$ cat config.mk
export PLATFORM = sky130hd
export DESIGN_NAME = dma_channel_event_irq_ctrl
export DESIGN_NICKNAME = d
export VERILOG_FILES = /design/src/rtl/dma_event_pkg.sv /design/src/rtl/dma_channel_event_irq_ctrl.sv
export SDC_FILE = /design/constraint.sdc
export NUM_CORES = 1
export LEC_CHECK = 0
export BUFFER_PORTS_ARGS = -buffer_cell sky130_fd_sc_hd__buf_2
export CORE_UTILIZATION = 44
export CTS_CLUSTER_DIAMETER = 150
export DETAILED_ROUTE_END_ITERATION = 10
export HOLD_SLACK_MARGIN = 0.15
export PLACE_DENSITY = 0.84
export SYNTH_ARGS = -nofsm -noshare
export SYNTH_HDL_FRONTEND = slang
export SYNTH_SLANG_ARGS = --single-unit
$ cat constraint.sdc
create_clock -name clk -period 3.25 [get_ports clk]
set_input_delay 0.4875 -clock clk [delete_from_list [all_inputs] [get_ports clk]]
set_output_delay 0.4875 -clock clk [all_outputs]
set_load 0.05 [all_outputs]
$ cat src/rtl/dma_event_pkg.sv
// Purpose: Shared constants for the DMA channel event and interrupt block.
// Assumes: Registers are 32-bit words reached over a plain strobe port.
// Notes:   Offsets are byte addresses on an 8-bit register address.
package dma_event_pkg;

   // Register byte offsets.
   localparam logic [7:0] OFS_CHAN_CTRL  = 8'h00;
   localparam logic [7:0] OFS_EVENT_CTRL = 8'h04;
   localparam logic [7:0] OFS_INT_CTRL   = 8'h08;

   // Channel control field positions.
   localparam int CTRL_CHANNEL_ON  = 7;
   localparam int CTRL_EVENTS_OFF  = 6;
   localparam int CTRL_AUTO_REEN   = 4;
   localparam int CTRL_EVENT_SEEN  = 2;

   // Event control field positions.
   localparam int EVT_ABORT_SEL_LO = 16;
   localparam int EVT_START_SEL_LO = 8;
   localparam int EVT_FORCE        = 7;
   localparam int EVT_SOFT_ABORT   = 6;
   localparam int EVT_PATTERN_EN   = 5;
   localparam int EVT_START_EN     = 4;
   localparam int EVT_ABORT_EN     = 3;

   // Interrupt control field positions.
   localparam int INT_IE_LO   = 16;
   localparam int INT_FLAG_LO = 0;

   // Flag indices inside the eight-bit flag and enable fields.
   localparam int FLG_SRC_DONE   = 7;
   localparam int FLG_SRC_HALF   = 6;
   localparam int FLG_DST_DONE   = 5;
   localparam int FLG_DST_HALF   = 4;
   localparam int FLG_BLOCK_DONE = 3;
   localparam int FLG_CELL_DONE  = 2;
   localparam int FLG_XFER_ABORT = 1;
   localparam int FLG_ADDR_ERR   = 0;

   // Reset values.
   localparam logic [7:0] RST_IRQ_SELECT = 8'hFF;
   localparam logic [7:0] RST_BYTE_ZERO  = 8'h00;
   localparam logic       RST_BIT_ZERO   = 1'b0;

   // Read data for unmapped addresses and idle cycles.
   localparam logic [31:0] READ_IDLE = 32'h0000_0000;

endpackage

$ cat src/rtl/dma_channel_event_irq_ctrl.sv
// Purpose: Event and interrupt logic of one DMA channel.
// Assumes: All inputs come from logic on clk; the transfer engine is outside.
// Notes:   Size fields of zero mean 65,536 bytes; counts are 17 bits wide.
module dma_channel_event_irq_ctrl
   import dma_event_pkg::*;
(
   input  wire logic        clk,          // System clock.
   input  wire logic        resetn,       // Synchronous reset, active low.
   input  wire logic [7:0]  regAddr,      // Register byte address.
   input  wire logic [31:0] regWrData,    // Register write data.
   input  wire logic        regWr,        // Write strobe.
   input  wire logic        regRd,        // Read strobe.
   output logic      [31:0] regRdData,    // Read data, valid the cycle after regRd.
   input  wire logic        irqEvent,     // A system interrupt occurred this cycle.
   input  wire logic [7:0]  irqNumber,    // Number of that interrupt.
   input  wire logic        xferStep,     // Engine updated pointers and counts.
   input  wire logic [16:0] srcPointer,   // Source bytes consumed.
   input  wire logic [16:0] dstPointer,   // Destination bytes written.
   input  wire logic [16:0] blockCount,   // Bytes moved in this block.
   input  wire logic [16:0] cellCount,    // Bytes moved in this cell.
   input  wire logic [15:0] srcSize,      // Programmed source size.
   input  wire logic [15:0] dstSize,      // Programmed destination size.
   input  wire logic [15:0] cellSize,     // Programmed cell size.
   input  wire logic        patternMatch, // Engine saw the data pattern.
   input  wire logic        addrError,    // Engine found an invalid address.
   output logic             startRequest, // Pulse: begin one cell transfer.
   output logic             abortRequest, // Pulse: abort the transfer.
   output logic             channelOn,    // Channel enable level.
   output logic             irqRequest    // Channel interrupt request level.
);

   // Expands a size field; zero stands for the full 65,536 bytes.
   function automatic logic [16:0] fullSize(input logic [15:0] size);
      fullSize = (size == 16'h0000) ? 17'h10000 : {1'b0, size};
   endfunction

   // Register state.
   logic [7:0]  abortSel_q;       // Aborting interrupt number.
   logic [7:0]  startSel_q;       // Starting interrupt number.
   logic        patternAbortEn_q; // Pattern match abort enable.
   logic        startOnIrqEn_q;   // Start on interrupt enable.
   logic        abortOnIrqEn_q;   // Abort on interrupt enable.
   logic        channelOn_q;      // Channel enable.
   logic        eventsWhenOff_q;  // Events accepted while disabled.
   logic        autoReenable_q;   // Stay enabled after each block.
   logic        eventSeen_q;      // A start event was detected.
   logic [7:0]  ie_q;             // Per-flag interrupt enables.
   logic [7:0]  flags_q;          // Sticky status flags.
   logic [7:0]  flags_d;          // Next flag values.
   logic        startRequest_q;   // Registered start pulse.
   logic        abortRequest_q;   // Registered abort pulse.
   logic        irqRequest_q;     // Registered interrupt request.
   logic [31:0] regRdData_q;      // Registered read data.

   // Address decode.
   wire         hitCtrl   = (regAddr == OFS_CHAN_CTRL);
   wire         hitEvent  = (regAddr == OFS_EVENT_CTRL);
   wire         hitInt    = (regAddr == OFS_INT_CTRL);
   wire         wrCtrl    = regWr && hitCtrl;
   wire         wrEvent   = regWr && hitEvent;
   wire         wrInt     = regWr && hitInt;

   // Interrupt events count while enabled, or while disabled when allowed.
   // Disabled channel gating.
   wire         eventsAllowed = channelOn_q || eventsWhenOff_q;

   wire         startIrqHit = irqEvent && (irqNumber == startSel_q);
   wire         abortIrqHit = irqEvent && (irqNumber == abortSel_q);

   wire         irqStart  = startIrqHit && startOnIrqEn_q && eventsAllowed;
   wire         irqAbort  = abortIrqHit && abortOnIrqEn_q && eventsAllowed;
   wire         forceStart = wrEvent && regWrData[EVT_FORCE];
   wire         softAbort  = wrEvent && regWrData[EVT_SOFT_ABORT];
   wire         patternAbort = patternMatch && patternAbortEn_q;

   // Every source of a start, and every source of an abort, gathered.
   wire         startEvent = irqStart || forceStart;
   wire         abortEvent = irqAbort || softAbort || patternAbort;

   // Byte-count compares made on each engine step.
   wire [16:0]  srcFull   = fullSize(srcSize);
   wire [16:0]  dstFull   = fullSize(dstSize);
   wire [16:0]  cellFull  = fullSize(cellSize);
   wire [16:0]  blockFull = (srcFull > dstFull) ? srcFull : dstFull;

   wire         srcDoneHit  = xferStep && (srcPointer == srcFull);
   wire         srcHalfHit  = xferStep && (srcPointer == {1'b0, srcFull[16:1]});
   wire         dstDoneHit  = xferStep && (dstPointer == dstFull);
   wire         dstHalfHit  = xferStep && (dstPointer == {1'b0, dstFull[16:1]});
   wire         blockHit    = (xferStep && (blockCount == blockFull)) || patternMatch;
   wire         cellHit     = xferStep && (cellCount == cellFull);

   // Hardware set terms, one per flag, in flag order.
   wire [7:0]   flagSet = {srcDoneHit, srcHalfHit, dstDoneHit, dstHalfHit,
                           blockHit, cellHit,
                           irqAbort,   // Abort flag source.
                           addrError}; // Address error source.

   // Sticky flags, set wins over a clear write.
   genvar gi;
   generate
      for (gi = 0; gi < 8; gi++) begin : g_flag
         assign flags_d[gi] = flagSet[gi] ||
                              (flags_q[gi] && !(wrInt && !regWrData[INT_FLAG_LO + gi]));
      end
   endgenerate

   // Read data assembly; unimplemented bits are constant zero.
   // Zero reserved bits.
   wire [31:0]  ctrlRead  = {24'h000000, channelOn_q, eventsWhenOff_q, 1'b0,
                             autoReenable_q, 1'b0, eventSeen_q, 2'b00};
   wire [31:0]  eventRead = {8'h00, abortSel_q, startSel_q, 2'b00, patternAbortEn_q,
                             startOnIrqEn_q, abortOnIrqEn_q, 3'b000};
   wire [31:0]  intRead   = {8'h00, ie_q, 8'h00, flags_q};
   wire [31:0]  readMux   = hitCtrl  ? ctrlRead  :
                            hitEvent ? eventRead :
                            hitInt   ? intRead   : READ_IDLE;

   // Next channel enable: software write wins, else hardware may clear it.
   // Block done disable.
   wire         chanOff   = patternAbort || (blockHit && !autoReenable_q);
   wire         channelOn_d = wrCtrl ? regWrData[CTRL_CHANNEL_ON]
                                     : (channelOn_q && !chanOff);

   // Event seen, set wins over the end of a transfer.
   wire         eventSeen_d = startEvent ||
                              (eventSeen_q && !(abortEvent || blockHit));

   // Event control register; the force and abort bits are not stored.
   // Reset values.
   always_ff @(posedge clk) begin
      if (!resetn) begin
         abortSel_q       <= RST_IRQ_SELECT;
         startSel_q       <= RST_IRQ_SELECT;
         patternAbortEn_q <= RST_BIT_ZERO;
         startOnIrqEn_q   <= RST_BIT_ZERO;
         abortOnIrqEn_q   <= RST_BIT_ZERO;
      end else if (wrEvent) begin
         abortSel_q       <= regWrData[EVT_ABORT_SEL_LO +: 8];
         startSel_q       <= regWrData[EVT_START_SEL_LO +: 8];
         patternAbortEn_q <= regWrData[EVT_PATTERN_EN];
         startOnIrqEn_q   <= regWrData[EVT_START_EN];
         abortOnIrqEn_q   <= regWrData[EVT_ABORT_EN];
      end
   end

   // Channel control register.
   always_ff @(posedge clk) begin
      if (!resetn) begin
         channelOn_q     <= RST_BIT_ZERO;
         eventsWhenOff_q <= RST_BIT_ZERO;
         autoReenable_q  <= RST_BIT_ZERO;
         eventSeen_q     <= RST_BIT_ZERO;
      end else begin
         channelOn_q <= channelOn_d;
         eventSeen_q <= eventSeen_d;
         if (wrCtrl) begin
            eventsWhenOff_q <= regWrData[CTRL_EVENTS_OFF];
            autoReenable_q  <= regWrData[CTRL_AUTO_REEN];
         end
      end
   end

   // Interrupt enables and flags.
   // Enable field write.
   always_ff @(posedge clk) begin
      if (!resetn) begin
         ie_q    <= RST_BYTE_ZERO;
         flags_q <= RST_BYTE_ZERO;
      end else begin
         flags_q <= flags_d;
         if (wrInt) begin
            ie_q <= regWrData[INT_IE_LO +: 8];
         end
      end
   end

   // Output pulses, request level and read data, all registered.
   // Masked interrupt request.
   always_ff @(posedge clk) begin
      if (!resetn) begin
         startRequest_q <= RST_BIT_ZERO;
         abortRequest_q <= RST_BIT_ZERO;
         irqRequest_q   <= RST_BIT_ZERO;
         regRdData_q    <= READ_IDLE;
      end else begin
         startRequest_q <= startEvent;
         abortRequest_q <= abortEvent;
         irqRequest_q   <= |(flags_q & ie_q);
         regRdData_q    <= regRd ? readMux : READ_IDLE;
      end
   end

   // Every output is driven straight from its flip-flop.
   assign regRdData    = regRdData_q;
   assign startRequest = startRequest_q;
   assign abortRequest = abortRequest_q;
   assign channelOn    = channelOn_q;
   assign irqRequest   = irqRequest_q;
endmodule

== After elaboration in Yosys (flattened, before gate mapping) ==
Index checks and enable logic that the tools add are counted.

* Bits in registers: 74
* Word-level logic and storage cells: 122

* $lt $le $gt $ge: 1
* Equality and inequality tests: 10
* Muxes and demuxes: 8
* Bitwise logic cells: 4
* Reduce and logical (&&, ||, !) cells: 81

{| class="wikitable"
|+ Operators with widths
! kind !! count
|-
| 17-bit equality test || 4
|-
| 17-bit 2-to-1 mux || 4
|-
| 16-bit logical NOT || 3
|-
| 24-bit 2-to-1 mux || 2
|-
| 1-bit logical AND || 37
|-
| 17-bit by 16-bit equality test with 1-bit output || 2
|-
| 1-bit logical NOT || 19
|-
| 17-bit > comparator || 1
|-
| 8-bit equality test || 2
|-
| 1-bit logical OR || 16
|-
| 8-bit AND || 1
|-
| 8-bit by 3-bit equality test with 1-bit output (second input constant) || 1
|-
| 8-bit by 4-bit equality test with 1-bit output (second input constant) || 1
|-
| 8-bit logical NOT || 1
|-
| 8-bit 2-to-1 mux || 1
|-
| 8-bit OR reduction || 1
|-
| 5-bit OR reduction || 1
|-
| 4-bit OR reduction || 1
|-
| 1-bit inverter || 3
|-
| 3-bit OR reduction || 1
|-
| 2-bit AND reduction || 1
|-
| 1-bit 2-to-1 mux || 1
|}

== Longest topological paths before layout ==
* Depth in word-level cells: 12
* Gate-level depth with buffers: 12
* Mapped depth without buffers: 10

== Worst setup path before layout ==
No wires, ideal clock.

* Kind: input -> register
* Start point: input dstSize[4]
* End point: register channelOn_q, in the netlist channelOn
* Arrival: 3.084 ns
* Required time: 3.125 ns
* Slack: 0.041 ns
* Stages on the path: 11
* Path buffers: 1
* Cell sequence: buf_2 nor4_2 nand4_2 ha_1 nand4_4 nor4_4 nand2_2 a31oi_1 mux2i_1 nand4_1 o41a_1

* Word-level cells in the longest chain between the ends: 12

{| class="wikitable"
|+ RTL lines
! element !! RTL line !! text
|-
| start: declaration || dma_channel_event_irq_ctrl.sv:22 || <nowiki>input wire logic [15:0] dstSize,</nowiki>
|-
| 16-bit logical NOT || dma_channel_event_irq_ctrl.sv:34 || <nowiki>fullSize = (size == 16'h0000) ? 17'h10000 : {1'b0, size};</nowiki>
|-
| 17-bit 2-to-1 mux (*) || dma_channel_event_irq_ctrl.sv:34 ||
|-
| 17-bit > comparator || dma_channel_event_irq_ctrl.sv:84 || <nowiki>wire [16:0] blockFull = (srcFull > dstFull) ? srcFull : dstFull;</nowiki>
|-
| 17-bit 2-to-1 mux (*) || dma_channel_event_irq_ctrl.sv:84 ||
|-
| 17-bit equality test (*) || dma_channel_event_irq_ctrl.sv:90 || <nowiki>wire blockHit = (xferStep && (blockCount == blockFull)) || patternMatch;</nowiki>
|-
| 1-bit logical AND (*) || dma_channel_event_irq_ctrl.sv:90 ||
|-
| 1-bit logical OR (*) || dma_channel_event_irq_ctrl.sv:90 ||
|-
| 1-bit logical AND (*) || dma_channel_event_irq_ctrl.sv:121 || <nowiki>wire chanOff = patternAbort || (blockHit && !autoReenable_q);</nowiki>
|-
| 1-bit logical OR (*) || dma_channel_event_irq_ctrl.sv:121 ||
|-
| 1-bit logical NOT (*) || dma_channel_event_irq_ctrl.sv:123 || <nowiki>: (channelOn_q && !chanOff);</nowiki>
|-
| 1-bit logical AND (*) || dma_channel_event_irq_ctrl.sv:123 ||
|-
| 1-bit 2-to-1 mux (*) || dma_channel_event_irq_ctrl.sv:122 || <nowiki>wire channelOn_d = wrCtrl ? regWrData[CTRL_CHANNEL_ON]</nowiki>
|-
| end signal: assignment || dma_channel_event_irq_ctrl.sv:155 || <nowiki>channelOn_q <= channelOn_d;</nowiki>
|-
| end: declaration || dma_channel_event_irq_ctrl.sv:43 || <nowiki>logic channelOn_q;</nowiki>
|}

Every way passes the cells marked *; elsewhere a longest branch is shown, timed or not.
A chain may end at the register's enable or synchronous reset.

== Worst setup path in the final report ==
* Start point: input dstSize[0]
* End point: register channelOn_q, in the netlist channelOn

The elaborated chain is that of the path after synthesis.

==> impl_table.tex <==
\begin{tabular}{lr}
\hline
Metric & Value \\
\hline
\multicolumn{2}{l}{\textbf{Clock tree}} \\
Maximum clock insertion buffer count & 2 \\
Register clock-pin slew on the reported worst setup and hold paths & 0.06 ns \\
Total clock sinks & 66 \\
H-tree lvl count & 3 \\
Hold-fix buffer count after cts & 0 \\
Clk Latency, worst-skew pair & 0.34 ns \\
TritonCTS buffer count & 9 \\
Buffers inserted by post-CTS timing repair & 0 \\
Post-CTS resize count & 0 \\
Clock root buffer & clkbuf\_8 \\
TritonCTS clock tree & done \\
\multicolumn{2}{l}{\textbf{Synth}} \\
Most instantiated flip-flop cell in the synthesis netlist & dfxtp\_1 \\
Seq/Total Area, Yosys & 28.1\% \\
Number of flip-flops and latches in the synthesized netlist & 66 \\
Asr flop ratio synth & 0\% \\
Cell area after technology mapping & 4710 sq um \\
Count of synthesis-stage warnings from yosys & 0 \\
Number of synthesized flops with an enable pin & 0 \\
Unique masters post-synth & 64 \\
Syn Area/Cell & 8.23 sq um \\
Number of standard cells after synthesis & 572 \\
\multicolumn{2}{l}{\textbf{Floorplan}} \\
Chip width & 105 microns \\
Die area & 11,100 sq um \\
FP Rows & 37 \\
Chip Height & 105 microns \\
Top-level I/O count & 208 \\
Core Area & 10,400 sq um \\
Initial Utilization & 45.4\% \\
\multicolumn{2}{l}{\textbf{Worst setup path}} \\
Number of buffers and inverters on the critical path & 1 \\
CP peak stage delay & 0.42 ns \\
Gate family responsible for the most delay along the worst path & simple AND/OR/NAND/NOR gates \\
Worst setup EP type & flip-flop \\
Worst endpoint required time & 3.48 ns \\
Slowest cell on crit path & o41a\_1 \\
Logic depth of the worst setup path including buffers & 11 \\
Critical Setup Path Class & primary input to flip-flop \\
Cells traversed along the worst timing path & buf\_2 > nor4\_2 > nand4\_2 > ha\_1 > nand4\_4 > nor4\_4 > nand2\_2 > a31oi\_1 > mux2i\_1 > nand4\_1 > o41a\_1 \\
Worst Reg2Reg Path Length in Cells & 7 \\
Critical Path Source Type & primary input \\
Worst EP arrival & 3.18 ns \\
Crit Path Max Fanout & 4 \\
\multicolumn{2}{l}{\textbf{Hold path}} \\
Number of stages on the worst hold path & 3 \\
HP Class & primary input to flip-flop \\
\multicolumn{2}{l}{\textbf{GRT}} \\
First-pass GRT wire length & 22.1 mm \\
Vias in the first global route & 4,655 \\
Largest net degree at the start of global routing & 25 \\
Number of antenna violations at the first check in global routing & 0 \\
All-layer global routing usage & 25.2\% \\
Overflow after GRT & 0 \\
\multicolumn{2}{l}{\textbf{Flow run}} \\
Max Cap Violations & 0 \\
\multicolumn{2}{l}{\textbf{Detailed routing}} \\
Total number of vias & 5,002 \\
Drt pass-1 iters & 5 \\
DR DRC count & 0 \\
Final antenna-violating net count & 0 \\
Vias per cell & 5.50 \\
Initial drt markers & 289 \\
Post-Route WL & 14.4 mm \\
Routed wirelength normalized by instance count & 15.8 microns \\
\multicolumn{2}{l}{\textbf{Timing}} \\
Minimum period implied by the final worst setup slack & 2.96 ns \\
Rel. slew slack & 48.2\% \\
Worst Tran Pin Value & 0.776 ns \\
Final worst-path cycle share & 91.1\% \\
Clk\_skew & 0.00695 ns \\
Setup repair after global routing missed its margin & no \\
Final number of hold-violating endpoints & 0 \\
Total setup violations reported at the end of the flow & 0 \\
Number of max-slew violations in the final report & 0 \\
Setup tns final & 0 ns \\
FMAX & 0.338 GHz \\
\multicolumn{2}{l}{\textbf{Finish}} \\
Share of post-route cells with drive strength above 1 & 33.3\% \\
Most used cells in the layout excluding fill and tap cells & 191 x buf\_2, 69 x xnor2\_1, 66 x dfxtp\_1, 50 x nand2\_1, 46 x xor2\_1 \\
Total area of sequential cells & 1320 sq um \\
Area of the multi-input gates & 3060 sq um \\
Filler-free cell count of the finished design & 910 \\
Antenna diodes & 0 \\
Layout Area Growth over Synthesis & 29.3\% \\
Number of nets at the end of the flow & 959 \\
Fin area & 6090 sq um \\
Number of fill cells in the layout & 926 \\
Most frequent standard cell in the layout excluding fill and tap cells & buf\_2 \\
\multicolumn{2}{l}{\textbf{Pwr}} \\
P\_leak & 2.84 nW \\
Pwr dens & 312 nW/um\^{}2 \\
Peak supply drop & 0.000275 V \\
\multicolumn{2}{l}{\textbf{Placement}} \\
Cell total after placement & 895 \\
DP Area & 5920 sq um \\
Final GP Congestion & 0.936 \\
HPWL Detailed & 11.9 mm \\
Number of input and output port buffers inserted & 191 \\
\multicolumn{2}{l}{\textbf{Outcome}} \\
Run status & finished, final reports clean \\
\hline
\end{tabular}
-- kinds of logic after synthesis --
group / count (synthesis) / share of synthesized area (%)
adders and majority gates: 17 / 4.52
other: 1 / 0.0797
and+or+nand+nor: 188 / 22.1
xor gates and xnor gates: 115 / 21.4
DFF: 66 / 28.1
buffers and inverters: 83 / 7.55
muxes: 15 / 3.19
AOI/OAI and AO/OA: 87 / 13.1
-- per-stage QoR --
step | total power [mW] | util (%) | setup slack (ns) | hold slack [ns]
after floorplan | 1.10 | - | 0.0408 | 0.446
after global placement | 1.31 | 57.1 | 0.0144 | 0.460
after detailed placement | 1.31 | 57.1 | -0.0797 | 0.462
after CTS | 1.90 | 58.7 | 0.285 | 0.348
after global routing | 1.98 | 58.7 | 0.125 | 0.357
final | 1.90 | 58.7 | 0.291 | 0.357
-- worst paths after layout --
kind                  start        endpoint  slack (ns)
max reg2reg   abortSel_q[7]     eventSeen_q        1.30
min           regWrData[14]   startSel_q[6]        0.36
max              dstSize[0]       channelOn        0.29
min reg2reg  abortOnIrqEn_q  abortOnIrqEn_q        0.47
-- flip-flops by register name, indices dropped and copies added, names as in the netlist --
signal and count:
startRequest 1, startOnIrqEn_q 1, abortOnIrqEn_q 1, startSel_q 8
irqRequest 1, channelOn 1, abortSel_q 8, eventsWhenOff_q 1
patternAbortEn_q 1, regRdData 24, flags_q 8, abortRequest 1
autoReenable_q 1, ie_q 8, eventSeen_q 1
-- Yosys cell counts, drive strengths merged, types with 4 or more instances --
cell     n  area share (%)
xnor2   69              13
dfxtp   66              28
nand2   51             4.1
xor2    46             8.6
clkbuf  34             2.7
inv     34             2.7
nor4    30             4.8
nor2    26             2.1
nand4   25             3.8
a21oi   21             2.2
nand3   21             2.2
ha      17             4.5
o21ai   16             1.7
buf     15             2.1
mux2i   15             3.2
and2    11             1.5
a22o    10             1.9
a22oi    6             1.1
o221ai   5            0.93
a221oi   4            0.88
nor2b    4            0.53
-- layout make-up --
cell class / instances / area share [%]
Clock buffer: 12 / 2.55
Clock inverter: 3 / 0.247
Inverter: 34 / 2.10
Multi-Input combinational cell: 430 / 50.2
Sequential cell: 66 / 21.7
Tap cell: 136 / 2.80
Timing Repair Buffer: 229 / 20.4
-- worst min-delay path, cell delays in order --
cell and delay (ns):
buf_2 0.08, nand2_1 0.04, nand3_1 0.06
-- per-layer routing --
| layer | global-route usage [%] | wire length (microns) | vias to the layer above |
|---|---|---|---|
| li1 | - | - | 2378 |
| met2 | 44.6 | 6880 | 304 |
| met4 | 8.65 | 387 | 0 |
| met3 | 4.27 | 1290 | 39 |
| met5 | 0 | 0 | - |
| met1 | 30.8 | 5840 | 2281 |
-- power by group --
part | internal [mW] | switching [mW] | total [mW] | leakage [nW]
registers | 0.812 | 0.00216 | 0.814 | 0.533
logic | 0.229 | 0.263 | 0.492 | 2.22
clock network | 0.310 | 0.283 | 0.593 | 0.0920
Power figures use the tool's default switching activity.
